## src/trace_debug_pkg.sv

```systemverilog
// Package of constants, encodings and reset values for the breakpoint and trace block.
package trace_debug_pkg;
  // ------------------------------------------------------------------
  // Widths and sizes
  // ------------------------------------------------------------------
  localparam int ADDR_W     = 16;  // CPU address width.
  localparam int DATA_W     = 8;   // CPU data width.
  localparam int FIFO_DEPTH = 8;   // Trace FIFO stages.
  localparam int NUM_W      = 4;   // Valid count width, 1:0:0:0 is full.
  localparam int PIPE_SKIP  = 2;   // Bus cycles after a begin trigger with no capture.

  // ------------------------------------------------------------------
  // Reset values
  // ------------------------------------------------------------------
  localparam logic [NUM_W-1:0]  NUM_ZERO  = 4'h0;
  localparam logic [NUM_W-1:0]  NUM_ONE   = 4'h1;
  localparam logic [NUM_W-1:0]  NUM_FULL  = 4'h8;
  localparam logic [ADDR_W-1:0] ADDR_ZERO = 16'h0000;
  localparam logic [1:0]        SKIP_INIT = 2'h2;

  // ------------------------------------------------------------------
  // Trigger modes
  // ------------------------------------------------------------------
  typedef enum logic [3:0] {
    MODE_A_ONLY       = 4'h0,
    MODE_A_OR_B       = 4'h1,
    MODE_A_THEN_B     = 4'h2,
    MODE_EVENT_B      = 4'h3,
    MODE_A_THEN_EV_B  = 4'h4,
    MODE_A_AND_B_DATA = 4'h5,
    MODE_A_NOT_B_DATA = 4'h6,
    MODE_INSIDE       = 4'h7,
    MODE_OUTSIDE      = 4'h8
  } trig_mode_type;

  // Run states, one-hot.
  typedef enum logic [2:0] {
    RUN_IDLE    = 3'b001,
    RUN_WAIT    = 3'b010,
    RUN_CAPTURE = 3'b100
  } run_state_type;
endpackage

```

## src/opcode_tracker.sv

```systemverilog
// Opcode tracker that follows a tagged fetch through the instruction queue.
`timescale 1ns/1ps
module opcode_tracker #(
  parameter int DEPTH = 4
) (
  input  wire logic clock,         // Bus clock.
  input  wire logic rst_b,         // Synchronous reset, active low.
  input  wire logic fetch_tag,     // Match seen on an opcode fetch.
  input  wire logic opcode_fetch,  // An opcode enters the queue.
  input  wire logic opcode_exec,   // The oldest queued opcode executes.
  input  wire logic queue_flush,   // Change of flow discards the queue.
  output logic      exec_hit       // Tagged opcode executed, one-cycle pulse.
);
  // ------------------------------------------------------------------
  // State
  // ------------------------------------------------------------------
  typedef struct packed {
    logic [DEPTH-1:0] tags_ff;  // Tag bit per queue slot, bit 0 is oldest.
    logic             hit_ff;   // Registered execute hit.
  } trk_type;

  trk_type cur_ff;
  trk_type nxt_cur;

  assign exec_hit = cur_ff.hit_ff;

  // Shift out on execute, append on fetch; a flush drops every tag so
  // opcodes thrown away never trigger.
  always_comb
  begin
    logic [DEPTH-1:0] t;
    t = cur_ff.tags_ff;
    nxt_cur = cur_ff;
    nxt_cur.hit_ff = opcode_exec & t[0];
    if (opcode_exec)
    begin
      t = t >> 1;
    end
    if (queue_flush)
    begin
      t = '0;
    end
    else if (opcode_fetch)
    begin
      t[DEPTH-1] = fetch_tag;
    end
    nxt_cur.tags_ff = t;
  end

  // Register the state.
  always_ff @(posedge clock)
  begin
    if (!rst_b)
    begin
      cur_ff <= '0;
    end
    else
    begin
      cur_ff <= nxt_cur;
    end
  end
endmodule

```

## src/debug_breakpoint_trace_fifo.sv

```systemverilog
// Background breakpoint and trace FIFO with comparators and trigger logic.
//
// Summary of operation
// - Breakpoint compares every address to match register.
// - Forced type breaks after any match access.
// - Tagged type marks opcode, breaks on execution.
// - Enable resets zero; zero blocks both simple breakpoint types.
// - Select one forces, zero tags.
// - Eight-stage FIFO stores address or data.
// - Two comparators, each with read/write qualify.
// - Opcode tracking triggers only on execution; inside/outside range modes ignore it.
// - Magnitude compares give inside/outside range triggers.
// - Comparators suppressed during debug controller accesses.
// - A compares address; B address or data.
// - Write qualify selects write data, else read.
// - Match breaks, stores data, starts or stops.
// - Count valid words; host skips unused entries.
// - High byte then low; low shifts.
// - Event modes store byte; low read shifts.
// - Change of flow near begin trigger dropped.
// - End trigger change of flow stored last.
// - Unarmed low reads push last opcode address.
// - Store taken conditional branch source only.
// - Indirect jumps, interrupts, returns store destination.
// - Registers reachable by user and debug port.
// - Arm sets flag, clears flags, count.
// - Begin ends full; end ends on trigger.
`timescale 1ns/1ps
module debug_breakpoint_trace_fifo #(
  parameter int ADDR_W = trace_debug_pkg::ADDR_W,
  parameter int DATA_W = trace_debug_pkg::DATA_W
) (
  input  wire logic              clock,                     // Bus clock, 100 MHz.
  input  wire logic              rst_b,                     // Synchronous reset, active low.
  input  wire logic [ADDR_W-1:0] cpu_addr,                  // CPU address bus.
  input  wire logic [DATA_W-1:0] cpu_wdata,                 // CPU write data bus.
  input  wire logic [DATA_W-1:0] cpu_rdata,                 // CPU read data bus.
  input  wire logic              cpu_read,                  // High on read cycles.
  input  wire logic              cpu_valid,                 // A bus cycle happens.
  input  wire logic              bgd_access,                // Cycle made for the debug port.
  input  wire logic              opcode_fetch,              // Cycle fetches an opcode.
  input  wire logic              opcode_exec,               // Oldest queued opcode executes.
  input  wire logic              queue_flush,               // Queue thrown away.
  input  wire logic              cof_valid,                 // Change of flow to record.
  input  wire logic [ADDR_W-1:0] cof_addr,                  // Address the CPU picked for it.
  input  wire logic              instr_boundary,            // Instruction boundary.
  input  wire logic [ADDR_W-1:0] breakpoint_match_address,  // Breakpoint match value.
  input  wire logic              breakpoint_enable,         // Breakpoint enable.
  input  wire logic              force_tag_select,          // 1 force, 0 tag.
  input  wire logic              trace_module_enable,       // Trace enable.
  input  wire logic              arm_write,                 // Pulse: arm control written.
  input  wire logic              arm_value,                 // Value written to arm.
  input  wire logic              enable_write,              // Pulse: enable written.
  input  wire logic [3:0]        trig_mode,                 // Trigger mode.
  input  wire logic              begin_type,                // 1 begin trace, 0 end trace.
  input  wire logic              trig_opcode_sel,           // 1 opcode tracked triggers.
  input  wire logic              brk_enable,                // Trace breakpoint enable.
  input  wire logic              brk_tag,                   // Trace breakpoint tag type.
  input  wire logic [ADDR_W-1:0] comp_a_value,              // Comparator A value.
  input  wire logic [ADDR_W-1:0] comp_b_value,              // Comparator B value.
  input  wire logic              comp_a_rw_qualify_enable,  // A qualify enable.
  input  wire logic              comp_a_rw_value,           // A read/write value, 1 read.
  input  wire logic              comp_b_rw_qualify_enable,  // B qualify enable.
  input  wire logic              comp_b_rw_value,           // B read/write value, 1 read.
  input  wire logic              fifo_high_read,            // Pulse: high byte port read.
  input  wire logic              fifo_low_read,             // Pulse: low byte port read.
  output logic                   force_break,               // Force request to CPU.
  output logic                   tag_break,                 // Tag for fetched opcode.
  output logic [DATA_W-1:0]      fifo_high_byte_port,       // FIFO high byte.
  output logic [DATA_W-1:0]      fifo_low_byte_port,        // FIFO low byte.
  output logic [3:0]             fifo_valid_count,          // Valid words.
  output logic                   armed_flag,                // Run armed.
  output logic                   comp_a_match_flag,         // A matched this run.
  output logic                   comp_b_match_flag          // B matched this run.
);
  // ------------------------------------------------------------------
  // State
  // ------------------------------------------------------------------
  localparam int DEPTH = trace_debug_pkg::FIFO_DEPTH;

  typedef struct packed {
    logic [DEPTH-1:0][ADDR_W-1:0]   fifo_ff;    // Entry 0 is the output port.
    logic [3:0]                     num_ff;     // Valid words.
    trace_debug_pkg::run_state_type run_ff;     // Run state.
    logic                           armed_ff;   // Armed flag.
    logic                           am_ff;      // A match flag.
    logic                           bm_ff;      // B match flag.
    logic                           a_seen_ff;  // A has matched, for then-modes.
    logic [1:0]                     skip_ff;    // Cycles of begin pipeline skip.
    logic                           force_ff;   // Pending force request.
    logic                           tag_ff;     // Registered tag output.
    logic [ADDR_W-1:0]              last_op_ff; // Last fetched opcode address.
    logic [DATA_W-1:0]              hi_ff;      // Registered high port.
    logic [DATA_W-1:0]              lo_ff;      // Registered low port.
  } st_type;

  st_type cur_ff;
  st_type nxt_cur;

  // ------------------------------------------------------------------
  // Comparators
  // ------------------------------------------------------------------
  trace_debug_pkg::trig_mode_type mode;
  logic              qual_ok;   // Cycle may be compared.
  logic              rw_a_ok;   // Read/write qualify for A.
  logic              rw_b_ok;   // Read/write qualify for B.
  logic              a_hit;     // Address equals A.
  logic              b_hit;     // Address equals B.
  logic              d_hit;     // Data equals low half of B.
  logic [DATA_W-1:0] cmp_data;  // Data bus chosen for B.
  logic              a_exec;    // Tracked A hit.
  logic              b_exec;    // Tracked B hit.
  logic              a_ev;      // Qualified A event.
  logic              b_ev;      // Qualified B event.
  logic              bkpt_hit;  // Simple breakpoint match.

  assign mode = trace_debug_pkg::trig_mode_type'(trig_mode);
  assign qual_ok = cpu_valid & ~bgd_access;
  assign rw_a_ok = ~comp_a_rw_qualify_enable | (cpu_read == comp_a_rw_value);
  assign rw_b_ok = ~comp_b_rw_qualify_enable | (cpu_read == comp_b_rw_value);
  // Write data only when A is qualified to write cycles.
  assign cmp_data = (comp_a_rw_qualify_enable & ~comp_a_rw_value) ? cpu_wdata
                                                                  : cpu_rdata;
  assign a_hit = qual_ok & rw_a_ok & (cpu_addr == comp_a_value);
  assign b_hit = qual_ok & rw_b_ok & (cpu_addr == comp_b_value);
  assign d_hit = cmp_data == comp_b_value[DATA_W-1:0];
  assign bkpt_hit = breakpoint_enable & cpu_valid
                    & (cpu_addr == breakpoint_match_address);

  // Each comparator has its own tracker so two tags can be in flight.
  opcode_tracker #(.DEPTH(4)) trk_a (
    .clock        (clock),
    .rst_b        (rst_b),
    .fetch_tag    (a_hit & opcode_fetch),
    .opcode_fetch (opcode_fetch),
    .opcode_exec  (opcode_exec),
    .queue_flush  (queue_flush),
    .exec_hit     (a_exec)
  );
  opcode_tracker #(.DEPTH(4)) trk_b (
    .clock        (clock),
    .rst_b        (rst_b),
    .fetch_tag    (b_hit & opcode_fetch),
    .opcode_fetch (opcode_fetch),
    .opcode_exec  (opcode_exec),
    .queue_flush  (queue_flush),
    .exec_hit     (b_exec)
  );

  assign a_ev = trig_opcode_sel ? a_exec : a_hit;
  assign b_ev = trig_opcode_sel ? b_exec : b_hit;

  // ------------------------------------------------------------------
  // Trigger decode
  // ------------------------------------------------------------------
  logic event_mode;  // Data capture modes.
  logic trig;        // Qualified trigger this cycle.
  logic lo_range;    // Address at or above A.
  logic hi_range;    // Address at or below B.

  assign lo_range = cpu_addr >= comp_a_value;
  assign hi_range = cpu_addr <= comp_b_value;
  assign event_mode = (mode == trace_debug_pkg::MODE_EVENT_B)
                      | (mode == trace_debug_pkg::MODE_A_THEN_EV_B);

  // Mode decides which comparator pattern forms the trigger.
  always_comb
  begin
    case (mode)
      trace_debug_pkg::MODE_A_ONLY:       trig = a_ev;
      trace_debug_pkg::MODE_A_OR_B:       trig = a_ev | b_ev;
      trace_debug_pkg::MODE_A_THEN_B:     trig = b_ev & cur_ff.a_seen_ff;
      trace_debug_pkg::MODE_EVENT_B:      trig = b_ev;
      trace_debug_pkg::MODE_A_THEN_EV_B:  trig = b_ev & cur_ff.a_seen_ff;
      trace_debug_pkg::MODE_A_AND_B_DATA: trig = a_ev & d_hit;
      trace_debug_pkg::MODE_A_NOT_B_DATA: trig = a_ev & ~d_hit;
      trace_debug_pkg::MODE_INSIDE:       trig = qual_ok & lo_range & hi_range;
      trace_debug_pkg::MODE_OUTSIDE:      trig = qual_ok & ~(lo_range & hi_range);
      default:                            trig = 1'b0;
    endcase
  end

  // ------------------------------------------------------------------
  // Next state
  // ------------------------------------------------------------------
  // One process handles arming, capture, shifting and breakpoints. A
  // shift on a low byte read and a push in the same cycle are merged so
  // no capture is lost.
  always_comb
  begin
    logic                         push;
    logic [ADDR_W-1:0]            pdata;
    logic                         stop;
    logic                         cof_ok;
    logic [DEPTH-1:0][ADDR_W-1:0] f;
    logic [3:0]                   c;
    push = 1'b0;
    pdata = trace_debug_pkg::ADDR_ZERO;
    stop = 1'b0;
    cof_ok = 1'b0;
    f = cur_ff.fifo_ff;
    c = cur_ff.num_ff;
    nxt_cur = cur_ff;
    if (opcode_fetch & cpu_valid)
    begin
      nxt_cur.last_op_ff = cpu_addr;
    end
    // Flags stay set until the next arm.
    if (cur_ff.armed_ff)
    begin
      nxt_cur.am_ff = cur_ff.am_ff | a_ev;
      nxt_cur.bm_ff = cur_ff.bm_ff | b_ev;
      nxt_cur.a_seen_ff = cur_ff.a_seen_ff | a_ev;
    end
    if (cur_ff.skip_ff != 2'h0)
    begin
      nxt_cur.skip_ff = cur_ff.skip_ff - 2'h1;
    end
    // Upstream only flags taken conditional branches, indirect jumps,
    // calls, interrupts and returns with the right address.
    cof_ok = cof_valid & ~event_mode;
    case (cur_ff.run_ff)
      trace_debug_pkg::RUN_WAIT:
      begin
        if (event_mode)
        begin
          if (trig)
          begin
            push = 1'b1;
            pdata = {{(ADDR_W-DATA_W){1'b0}}, cmp_data};
          end
        end
        else if (begin_type)
        begin
          if (trig)
          begin
            // The trigger's own change of flow is not captured.
            nxt_cur.run_ff = trace_debug_pkg::RUN_CAPTURE;
            nxt_cur.skip_ff = trace_debug_pkg::SKIP_INIT;
          end
        end
        else
        begin
          if (cof_ok)
          begin
            push = 1'b1;
            pdata = cof_addr;
          end
          stop = trig;
        end
      end
      trace_debug_pkg::RUN_CAPTURE:
      begin
        if (cof_ok & (cur_ff.skip_ff == 2'h0))
        begin
          push = 1'b1;
          pdata = cof_addr;
        end
      end
      default:
      begin
        // Unarmed: a low byte read samples the program counter.
        if (fifo_low_read)
        begin
          push = 1'b1;
          pdata = cur_ff.last_op_ff;
        end
      end
    endcase
    // Shift toward the port on a low byte read.
    if (fifo_low_read)
    begin
      for (int i = 0; i < DEPTH - 1; i++)
      begin
        f[i] = f[i+1];
      end
      f[DEPTH-1] = trace_debug_pkg::ADDR_ZERO;
      if (cur_ff.armed_ff & (c != trace_debug_pkg::NUM_ZERO))
      begin
        c = c - trace_debug_pkg::NUM_ONE;
      end
    end
    // Circular store: the newest word lands at the tail.
    if (push)
    begin
      // A read in this cycle has already made room at the tail.
      for (int i = 0; i < DEPTH - 1; i++)
      begin
        f[i] = fifo_low_read ? f[i] : f[i+1];
      end
      f[DEPTH-1] = pdata;
      if (c != trace_debug_pkg::NUM_FULL)
      begin
        c = c + trace_debug_pkg::NUM_ONE;
      end
    end
    if (cur_ff.armed_ff & (begin_type | event_mode)
        & (c == trace_debug_pkg::NUM_FULL))
    begin
      stop = 1'b1;
    end
    nxt_cur.fifo_ff = f;
    nxt_cur.num_ff = c;
    if (stop)
    begin
      nxt_cur.run_ff = trace_debug_pkg::RUN_IDLE;
      nxt_cur.armed_ff = 1'b0;
    end
    // Manual stop by writing zero to arm or to enable.
    if ((arm_write & ~arm_value) | (enable_write & ~trace_module_enable))
    begin
      nxt_cur.run_ff = trace_debug_pkg::RUN_IDLE;
      nxt_cur.armed_ff = 1'b0;
    end
    else if (arm_write & arm_value & trace_module_enable)
    begin
      nxt_cur.run_ff = trace_debug_pkg::RUN_WAIT;
      nxt_cur.armed_ff = 1'b1;
      nxt_cur.am_ff = 1'b0;
      nxt_cur.bm_ff = 1'b0;
      nxt_cur.a_seen_ff = 1'b0;
      nxt_cur.num_ff = trace_debug_pkg::NUM_ZERO;
    end
    // Breakpoints: simple one and trace one. Full modes tag on A alone.
    nxt_cur.tag_ff = (bkpt_hit & ~force_tag_select & opcode_fetch)
                     | (brk_enable & brk_tag & cur_ff.armed_ff
                        & opcode_fetch & a_hit);
    if (instr_boundary)
    begin
      nxt_cur.force_ff = 1'b0;
    end
    if ((bkpt_hit & force_tag_select)
        | (brk_enable & ~brk_tag & cur_ff.armed_ff & trig))
    begin
      nxt_cur.force_ff = 1'b1;
    end
    if (!breakpoint_enable & !brk_enable)
    begin
      nxt_cur.force_ff = 1'b0;
    end
    nxt_cur.hi_ff = f[0][ADDR_W-1:DATA_W];
    nxt_cur.lo_ff = f[0][DATA_W-1:0];
  end

  // ------------------------------------------------------------------
  // Registers
  // ------------------------------------------------------------------
  // Reset clears breakpoint state and the count.
  always_ff @(posedge clock)
  begin
    if (!rst_b)
    begin
      cur_ff <= '0;
      cur_ff.run_ff <= trace_debug_pkg::RUN_IDLE;
    end
    else
    begin
      cur_ff <= nxt_cur;
    end
  end

  // Outputs straight from flops; these ports serve both the user map
  // and the debug port.
  assign force_break = cur_ff.force_ff;
  assign tag_break = cur_ff.tag_ff;
  assign fifo_high_byte_port = cur_ff.hi_ff;
  assign fifo_low_byte_port = cur_ff.lo_ff;
  assign fifo_valid_count = cur_ff.num_ff;
  assign armed_flag = cur_ff.armed_ff;
  assign comp_a_match_flag = cur_ff.am_ff;
  assign comp_b_match_flag = cur_ff.bm_ff;
endmodule

```

## config.mk

```make
export PLATFORM = sky130hd
export DESIGN_NAME = debug_breakpoint_trace_fifo
export DESIGN_NICKNAME = d
export VERILOG_FILES = /design/src/trace_debug_pkg.sv /design/src/opcode_tracker.sv /design/src/debug_breakpoint_trace_fifo.sv
export SDC_FILE = /design/constraint.sdc
export NUM_CORES = 1
export LEC_CHECK = 0
export ABC_AREA = 1
export BUFFER_PORTS_ARGS = -buffer_cell sky130_fd_sc_hd__buf_2
export CAP_MARGIN = 20
export CORE_UTILIZATION = 35
export DETAILED_ROUTE_END_ITERATION = 12
export PLACE_DENSITY = 0.59
export SKIP_CTS_REPAIR_TIMING = 1
export SYNTH_ARGS = -nofsm -noshare
export SYNTH_HDL_FRONTEND = slang
export SYNTH_SLANG_ARGS = --single-unit
```

## constraint.sdc

```tcl
create_clock -name clock -period 2.9 [get_ports clock]
set_clock_uncertainty 0.2 [all_clocks]
set_input_delay 0.145 -clock clock [delete_from_list [all_inputs] [get_ports clock]]
set_output_delay 0.145 -clock clock [all_outputs]
set_load 0.005 [all_outputs]
```

==> results of run 1 <==
-- layout make-up --
cell class	count	area share [%]
antenna	1	0.02420
clock buffer	17	4.114
timing repair buffer	242	15.30
tap	313	3.788
clock inverter	15	1.428
sequential	169	32.74
multi-input combinational	795	38.49
inverter	113	4.114
-- layer usage --
metal | GRT usage (%) | part of all wire (%) | up-vias
met4 | 6.742 | 2.3 | 2
li1 | - | - | 4094
met3 | 4.343 | 4.9 | 34
met2 | 30.58 | 48 | 179
met5 | 0 | 0.037 | -
met1 | 22.41 | 45 | 3529
-- worst paths after layout --
| kind | slack [ps] | from | end | cells past startpoint |
|---|---|---|---|---|
| max | 180 | fifo_valid_count[0] | cur_ff[42] | 18 |
| max reg2reg | 180 | fifo_valid_count[0] | cur_ff[42] | 18 |
| min reg2reg | 250 | trk_b.cur_ff[1] | trk_b.exec_hit | 2 |
| min | -40 | cpu_addr[13] | cur_ff[29] | 4 |
-- power groups by stage --
stage / Clock [uW] / Sequential, uW / Combinational (uW)
after global routing: 2320 / 2520 / 900
final: 2170 / 2500 / 786
after floorplan: 0 / 2540 / 483
after CTS: 2220 / 2500 / 749
after detailed placement: 0 / 2550 / 745
after global placement: 0 / 2550 / 738
-- cells by family after synthesis --
logic type                 Yosys count  synth area share [%]
and+or+nand+nor                    522                 26.54
DFF                                169                 41.41
buffers and inverters              185                 10.41
AOI/OAI and AO/OA                  230                 15.42
xor gates and xnor gates             8                0.8576
adders and majority gates           35                 5.360
-- sequential cells by signal, indices dropped and copies added, names as in the netlist --
register and count:
trk_b.cur_ff 4, trk_a.exec_hit 1, fifo_valid_count 4, comp_a_match_flag 1
comp_b_match_flag 1, trk_a.cur_ff 4, force_break 1, armed_flag 1
tag_break 1, cur_ff 150, trk_b.exec_hit 1
-- worst min-delay path: stages --
cell,delay (ps)
buf_2,110
buf_4,100
inv_1,60
a21oi_1,120
-- placed cells by master, fill, tap and decap left out, types with 11 or more instances in the layout --
master | synthesis | layout
a31oi_1 | 13 | 13
clkbuf_16 | 0 | 17
a21oi_1 | 44 | 44
or2_2 | 11 | 11
dlygate4sd3_1 | 0 | 29
inv_1 | 108 | 106
nor2_1 | 285 | 283
o21ai_0 | 117 | 116
ha_1 | 35 | 34
o21ai_1 | 24 | 24
buf_4 | 35 | 60
nand3_1 | 57 | 56
dfxtp_1 | 169 | 167
nand2_1 | 136 | 134
buf_2 | 2 | 148
-- stage by stage --
stage	cells	total power [uW]
detailed placement	1599	3299
finish	1665	5462
global placement	1599	3292
CTS	1631	5476
floorplan	1149	3021
global route	1664	5735
==> run summary, run 1 <==
final instance area - 10340 sq um
Setup crit end kind - flop
placed cell area - 9398 sq um
Global Route Usage Sum - 18.14%
critical setup path kind - reg -> reg
Mapped Nets - 1310
Hold Fails Final Rpt - 8
Slew Limit Headroom - 54.64%
CTS tree - done
Final Util - 45.39%
Crit-path slowest cell - dfxtp_2
full die area - 23960 sq um
fillers - 2377
outcome - finished, violations left
initial antenna violation count - 2
register bit count reported by yosys - 169
vias in the first global route - 7298
clock latency on the worst-skew pair - 420 ps
Iter 0 DRT Violations - 495
TritonCTS buffer count - 17
max_cap viols - 0
TritonRoute pass-1 iters - 5
clock tree sinks - 169
Power Dens Cells - 528.3 nW/um^2
clock tree buffer depth - 2
top-count cell post-synth - nor2_1
Post-Syn Instances - 1149
# IOs - 151
Synth Cell Area - 8170 sq um
switching share of power - 27.90%
Initial Util - 35.87%
total gr overflow - 0
area occupied by multi-input gates - 3980 sq um
Synth Flop Type - dfxtp_1
clock-pin slew on the worst setup and hold paths - 70 ps
Crit path arrival time - 2800 ps
crit path time final - 2716 ps
Die W - 154.8 um
post-synth top area share - 41.41%
failing checks - negative hold slack
# port buffers - 149
Clock Tree Root - clkbuf_16
EDFF count, synth - 0
Pins Over Slew Limit - 0
switching power - 1524 uW
Worst path max stage delay - 340 ps
setup violators final - 0
critical path cell sequence - inv_2, ha_1, inv_1, nor3_2, nor2_2, xor2_1, inv_1, ha_4, or2_2, nand3_2, nand3b_1, nand2_1, nor2_2, nand2_2, nand2_2, nor2_1, nand2_1, nor2_1
Seq. cell area - 3386 sq um
setup TNS - 0 ps
maximum VDD drop - 0.0003452 V
Hold Path Class - in -> reg
WL final - 21.35 mm
Vias - 7838
top post-synthesis cells by count - nor2_1 (285), dfxtp_1 (169), nand2_1 (136)
Area growth, synth to finish - 26.55%
register area share after synthesis - 41.41%
crit path max fanout - 3
P_int - 3938 uW
Place WS - -44.18 ps
P_leak - 0.004827 uW
final net count - 1499
Wirelength per Cell - 12.82 um
share of layout cells above drive strength 1 - 20.87%
synth unique cells - 43
GP Congestion - 0.9176
Clock power frac - 39.8%
leading area contributor after synthesis - dfxtp_1
Hold Slack - -42.57 ps
DRT antenna net count - 0
largest net degree at the start of global routing - 77
std cell rows - 55
Ys Warns - 0
Gate power share - 14.4%
vias per inst - 4.708
Placeable Area - 22780 sq um
Buf/Inv on CP - 3
Die Y - 154.8 um
actual slew at the worst max-slew pin - 680.5 ps
period utilisation layout - 93.66%
dpl hpwl - 15.71 mm
drt drc - 0
FFs w/ async S/R, synth - 0%
Worst Setup Start Kind - flop
Avg Cell Area, Syn - 7.111 sq um
Worst Setup Slack, final - 183.7 ps
Flop pwr share - 45.8%
global-route wire length before repair - 34.73 mm
ranking of synthesized cells by area - dfxtp_1 (41%), nor2_1 (13%), o21ai_0 (7.2%)
Critical Path RT - 2990 ps
crit-path leading delay family - simple AND/OR/NAND/NOR gates
CTS H-tree lvls - 4
achievable frequency - 0.3682 GHz
Note: power is estimated with default switching activity, not from simulation.
==> run 2: changes to the inputs <==
--- a/config.mk
+++ b/config.mk
@@ -8,9 +8,9 @@
 export ABC_AREA = 1
 export BUFFER_PORTS_ARGS = -buffer_cell sky130_fd_sc_hd__buf_2
 export CAP_MARGIN = 20
-export CORE_UTILIZATION = 35
+export CORE_UTILIZATION = 56
 export DETAILED_ROUTE_END_ITERATION = 12
-export PLACE_DENSITY = 0.59
+export PLACE_DENSITY = 0.85
 export SKIP_CTS_REPAIR_TIMING = 1
 export SYNTH_ARGS = -nofsm -noshare
 export SYNTH_HDL_FRONTEND = slang
==> run summary, run 2 (synthesis gave the netlist of run 1 again) <==
most frequent cells in the layout - nor2_1 (283), dfxtp_1 (167), buf_2 (149)
Slew Limit Headroom - 57.75%
GP Congestion - 0.9353
final instance area - 10120 sq um
TritonCTS buffer count - 17
dpl hpwl - 14.57 mm
Die Y - 122.8 um
full die area - 15080 sq um
setup violators final - 0
Vias - 8088
P_leak - 0.004766 uW
achievable frequency - 0.3583 GHz
Power Dens Cells - 546.8 nW/um^2
Die W - 122.8 um
clock latency on the worst-skew pair - 430 ps
share of layout cells above drive strength 1 - 19.85%
initial antenna violation count - 0
Pins Over Slew Limit - 0
placed cell area - 9109 sq um
period utilisation layout - 96.24%
# port buffers - 149
Area growth, synth to finish - 23.86%
CTS H-tree lvls - 4
Initial Util - 58.18%
DRT antenna net count - 0
Hold Path Class - in -> reg
outcome - finished, violations left
clock-pin slew on the worst setup and hold paths - 70 ps
crit path time final - 2791 ps
Crit path arrival time - 2960 ps
commonest non-fill, non-tap cell in the layout - nor2_1
clock tree sinks - 169
Worst Setup Slack, final - 109.0 ps
vias per inst - 5.321
Hold Fails Final Rpt - 9
total gr overflow - 0
Seq. cell area - 3386 sq um
Worst Setup Start Kind - input port
clock tree buffer depth - 2
Clock Tree Root - clkbuf_16
Largest register FFs - 150
Wirelength per Cell - 13.85 um
setup TNS - 0 ps
Placeable Area - 14040 sq um
Biggest register - cur_ff
Place WS - -64.34 ps
Hold Slack - -24.16 ps
std cell rows - 43
fillers - 1052
drt drc - 0
Global Route Usage Sum - 27.77%
Cell Count, Final, Fillers Out - 1520
area occupied by multi-input gates - 3978 sq um
TritonRoute pass-1 iters - 5
Setup crit end kind - flop
# IOs - 151
placed cell count - 1450
Iter 0 DRT Violations - 617
actual slew at the worst max-slew pin - 633.8 ps
global-route wire length before repair - 32.56 mm
largest net degree at the start of global routing - 96
max_cap viols - 0
vias in the first global route - 7132
ANT cells - 0
critical setup path kind - in -> reg
WL final - 21.05 mm
final net count - 1488
failing checks - negative hold slack
crit path max fanout - 3
maximum VDD drop - 0.0004541 V
CTS tree - done
Critical Path RT - 3070 ps
[run 2: per-layer routing]
layer	global-route usage [%]	up-vias	wire length (um)
met3	6.831	52	1139
li1	-	4059	-
met2	47.12	297	10350
met4	13.26	0	773
met1	32.72	3680	8786
met5	0	-	0
[run 2: final cells by class]
type / count / area share (%)
multi-input cells: 795 / 39.31
flip-flops and latches: 169 / 33.46
repair buffers: 231 / 14.94
clock buffers: 18 / 4.340
inverters: 113 / 4.204
well taps: 180 / 2.226
clock inverters: 14 / 1.533
[run 2: critical path: stages]
cell,delay [ps]
buf_2,120
dlygate4sd3_1,560
buf_4,140
inv_1,90
o22ai_1,90
a221oi_1,220
nand4_1,150
nor4_1,250
nand3_1,280
o22ai_1,230
a21oi_1,70
nor2_1,80
dlygate4sd3_1,540
[run 2: path summary, 6_finish.rpt]
| check | slack, ps | end | start | cells past startpoint |
|---|---|---|---|---|
| min reg2reg | 250 | comp_a_match_flag | comp_a_match_flag | 2 |
| max reg2reg | 140 | armed_flag | fifo_valid_count[0] | 18 |
| min | -20 | cur_ff[159] | cpu_rdata[0] | 5 |
| max | 110 | force_break | cpu_addr[11] | 13 |
[run 2: through the flow]
stage | util, % | total power, uW
floorplan | - | 3021
global placement | 64.87 | 3250
detailed placement | 64.87 | 3272
CTS | 69.10 | 5494
global route | 72.07 | 5776
finish | 72.07 | 5533
[run 2: report_power, final]
| group | leakage [uW] | switching (uW) | internal [uW] | total [uW] |
|---|---|---|---|---|
| clock | 0.000276 | 998 | 1240 | 2240 |
| sequential | 0.00139 | 61.4 | 2440 | 2510 |
| combinational | 0.00310 | 448 | 339 | 787 |
| total | 0.00477 | 1510 | 4030 | 5530 |
==> run 3: changes to the inputs <==
--- a/config.mk
+++ b/config.mk
@@ -8,9 +8,11 @@
 export ABC_AREA = 1
 export BUFFER_PORTS_ARGS = -buffer_cell sky130_fd_sc_hd__buf_2
 export CAP_MARGIN = 20
-export CORE_UTILIZATION = 56
+export CORE_MARGIN = 8
+export CORE_UTILIZATION = 58
+export CTS_BUF_LIST = sky130_fd_sc_hd__clkbuf_8
 export DETAILED_ROUTE_END_ITERATION = 12
-export PLACE_DENSITY = 0.85
+export PLACE_DENSITY = 0.88
 export SKIP_CTS_REPAIR_TIMING = 1
 export SYNTH_ARGS = -nofsm -noshare
 export SYNTH_HDL_FRONTEND = slang
==> run summary, run 3 (synthesis gave the netlist of run 1 again) <==
outcome - finished, violations left
failing checks - negative hold slack
Die W - 134.7 um
TritonRoute pass-1 iters - 5
Worst path max stage delay - 340 ps
dpl hpwl - 15.54 mm
Global Route Usage Sum - 23.28%
Initial Util - 59.09%
P_leak - 0.004629 uW
Largest register FFs - 150
Area growth, synth to finish - 21.33%
final net count - 1482
DR WL met3 - 1.827 mm
TritonCTS buffer count - 17
Hold Path Class - in -> reg
max_cap viols - 0
Wirelength per Cell - 15.23 um
Clock Tree Root - clkbuf_8
clock latency on the worst-skew pair - 470 ps
switching power - 1505 uW
Crit-path slowest cell - dfxtp_1
Biggest register - cur_ff
WL met2 - 11.09 mm
Gate power share - 15.7%
clock-pin slew on the worst setup and hold paths - 110 ps
setup violators final - 0
Iter 0 DRT Violations - 877
maximum VDD drop - 0.0003327 V
CTS tree - done
Clock power frac - 34.4%
fillers - 1019
P_int - 3520 uW
Worst Setup Start Kind - flop
crit path max fanout - 3
vias in the first global route - 7548
commonest non-fill, non-tap cell in the layout - nor2_1
DRT antenna net count - 0
Hold Fails Final Rpt - 4
Worst Setup Slack, final - 103.2 ps
clock tree buffer depth - 2
actual slew at the worst max-slew pin - 693.2 ps
clock tree sinks - 169
Power Dens Cells - 506.9 nW/um^2
reg2reg start - fifo_valid_count[1]
Seq. cell area - 3385 sq um
crit path time final - 2797 ps
Slew Limit Headroom - 53.79%
crit-path leading delay family - simple AND/OR/NAND/NOR gates
WL final - 23.08 mm
# port buffers - 149
Setup crit end kind - flop
total gr overflow - 0
Die Y - 134.7 um
global-route wire length before repair - 34.75 mm
Flop pwr share - 49.9%
drt drc - 0
# IOs - 151
Placeable Area - 13830 sq um
Tot Pwr - 5025 uW
Crit path arrival time - 2970 ps
most frequent cells in the layout - nor2_1 (284), dfxtp_1 (168), buf_2 (149)
critical setup path kind - reg -> reg
critical path cell sequence - inv_2, ha_2, inv_2, nor3_4, nor2_2, xor2_1, inv_2, ha_4, or2_2, nand3_1, nand3b_1, nand2_1, nor2_1, nand2_1, nand2_2, nor2_1, nand3_1, nand2_1
WL met1 - 8.924 mm
area occupied by multi-input gates - 3974 sq um
achievable frequency - 0.3576 GHz
switching share of power - 29.96%
full die area - 18140 sq um
Critical Path RT - 3070 ps
Hold Slack - -36.48 ps
Pins Over Slew Limit - 0
largest net degree at the start of global routing - 80
Hold Path Origin - cof_addr[0]
Buf/Inv on CP - 3
share of layout cells above drive strength 1 - 18.14%
CTS H-tree lvls - 4
Place WS - -42.15 ps
CP startpoint - fifo_valid_count[1]
initial antenna violation count - 2
Vias - 8350
vias per inst - 5.512
period utilisation layout - 96.44%
Top Metal Used - met5
std cell rows - 43
GP Congestion - 0.9355
==> run 3: changes by cell type in the layout (fill, tap and decap cells not counted), moves of 3 or more <==
cell           before  now
buf_4              42   22
clkbuf_16          17    0
dlygate4sd3_1      35   52
clkbuf_8            1   17
clkinvlp_4          5    1
buf_12              5    2
clkinv_8            1    4
==> run 3: power by group through the flow <==
stage               logic [uW]  clock network (uW)  registers [uW]
detailed placement         686                   0            2560
finish                     789                1730            2510
floorplan                  483                   0            2540
CTS                        695                1750            2500
global route               883                1850            2520
global placement           663                   0            2550
==> run 3: path summary, 6_finish.rpt <==
| path | slack, ps | end | cells past startpoint |
|---|---|---|---|
| setup / recovery | 100 | cur_ff[40] | 18 |
| hold / removal | -40 | cur_ff[159] | 4 |
| setup reg to reg | 100 | cur_ff[40] | 18 |
| hold reg to reg | 260 | trk_a.exec_hit | 2 |
==> run 3: area by class of cell <==
class	instances	area share, %
sequential	169	34.14
timing repair buffer	225	14.84
clock inverter	15	1.982
inverter	113	4.291
tap	180	2.272
clock buffer	17	2.360
antenna	1	0.02524
multi-input combinational	795	40.09
==> run 3: worst reg2reg max path, stage by stage, from the launching register on <==
cell,delay (ps)
dfxtp_1,340
inv_2,70
ha_2,160
inv_2,50
nor3_4,200
nor2_2,80
xor2_1,230
inv_2,90
ha_4,180
or2_2,300
nand3_1,80
nand3b_1,140
nand2_1,80
nor2_1,100
nand2_1,120
nand2_2,110
nor2_1,60
nand3_1,80
nand2_1,60
==> run 3: layer usage <==
metal,GRT usage (%),vias up
li1,-,4046
met1,26.10,3803
met2,39.23,399
met3,7.169,100
met4,11.60,2
met5,0,-
==> run 3: per-stage QoR <==
step                      std cells  utilization [%]  area [sq um]  setup TNS [ps]
after floorplan                1149                -          8170               0
after global placement         1425            64.25          8884               0
after detailed placement       1425            64.25          8884          -87.95
after CTS                      1457            67.36          9314          -324.1
after global routing           1515            71.69          9913          -156.4
final                          1515            71.69          9913               0
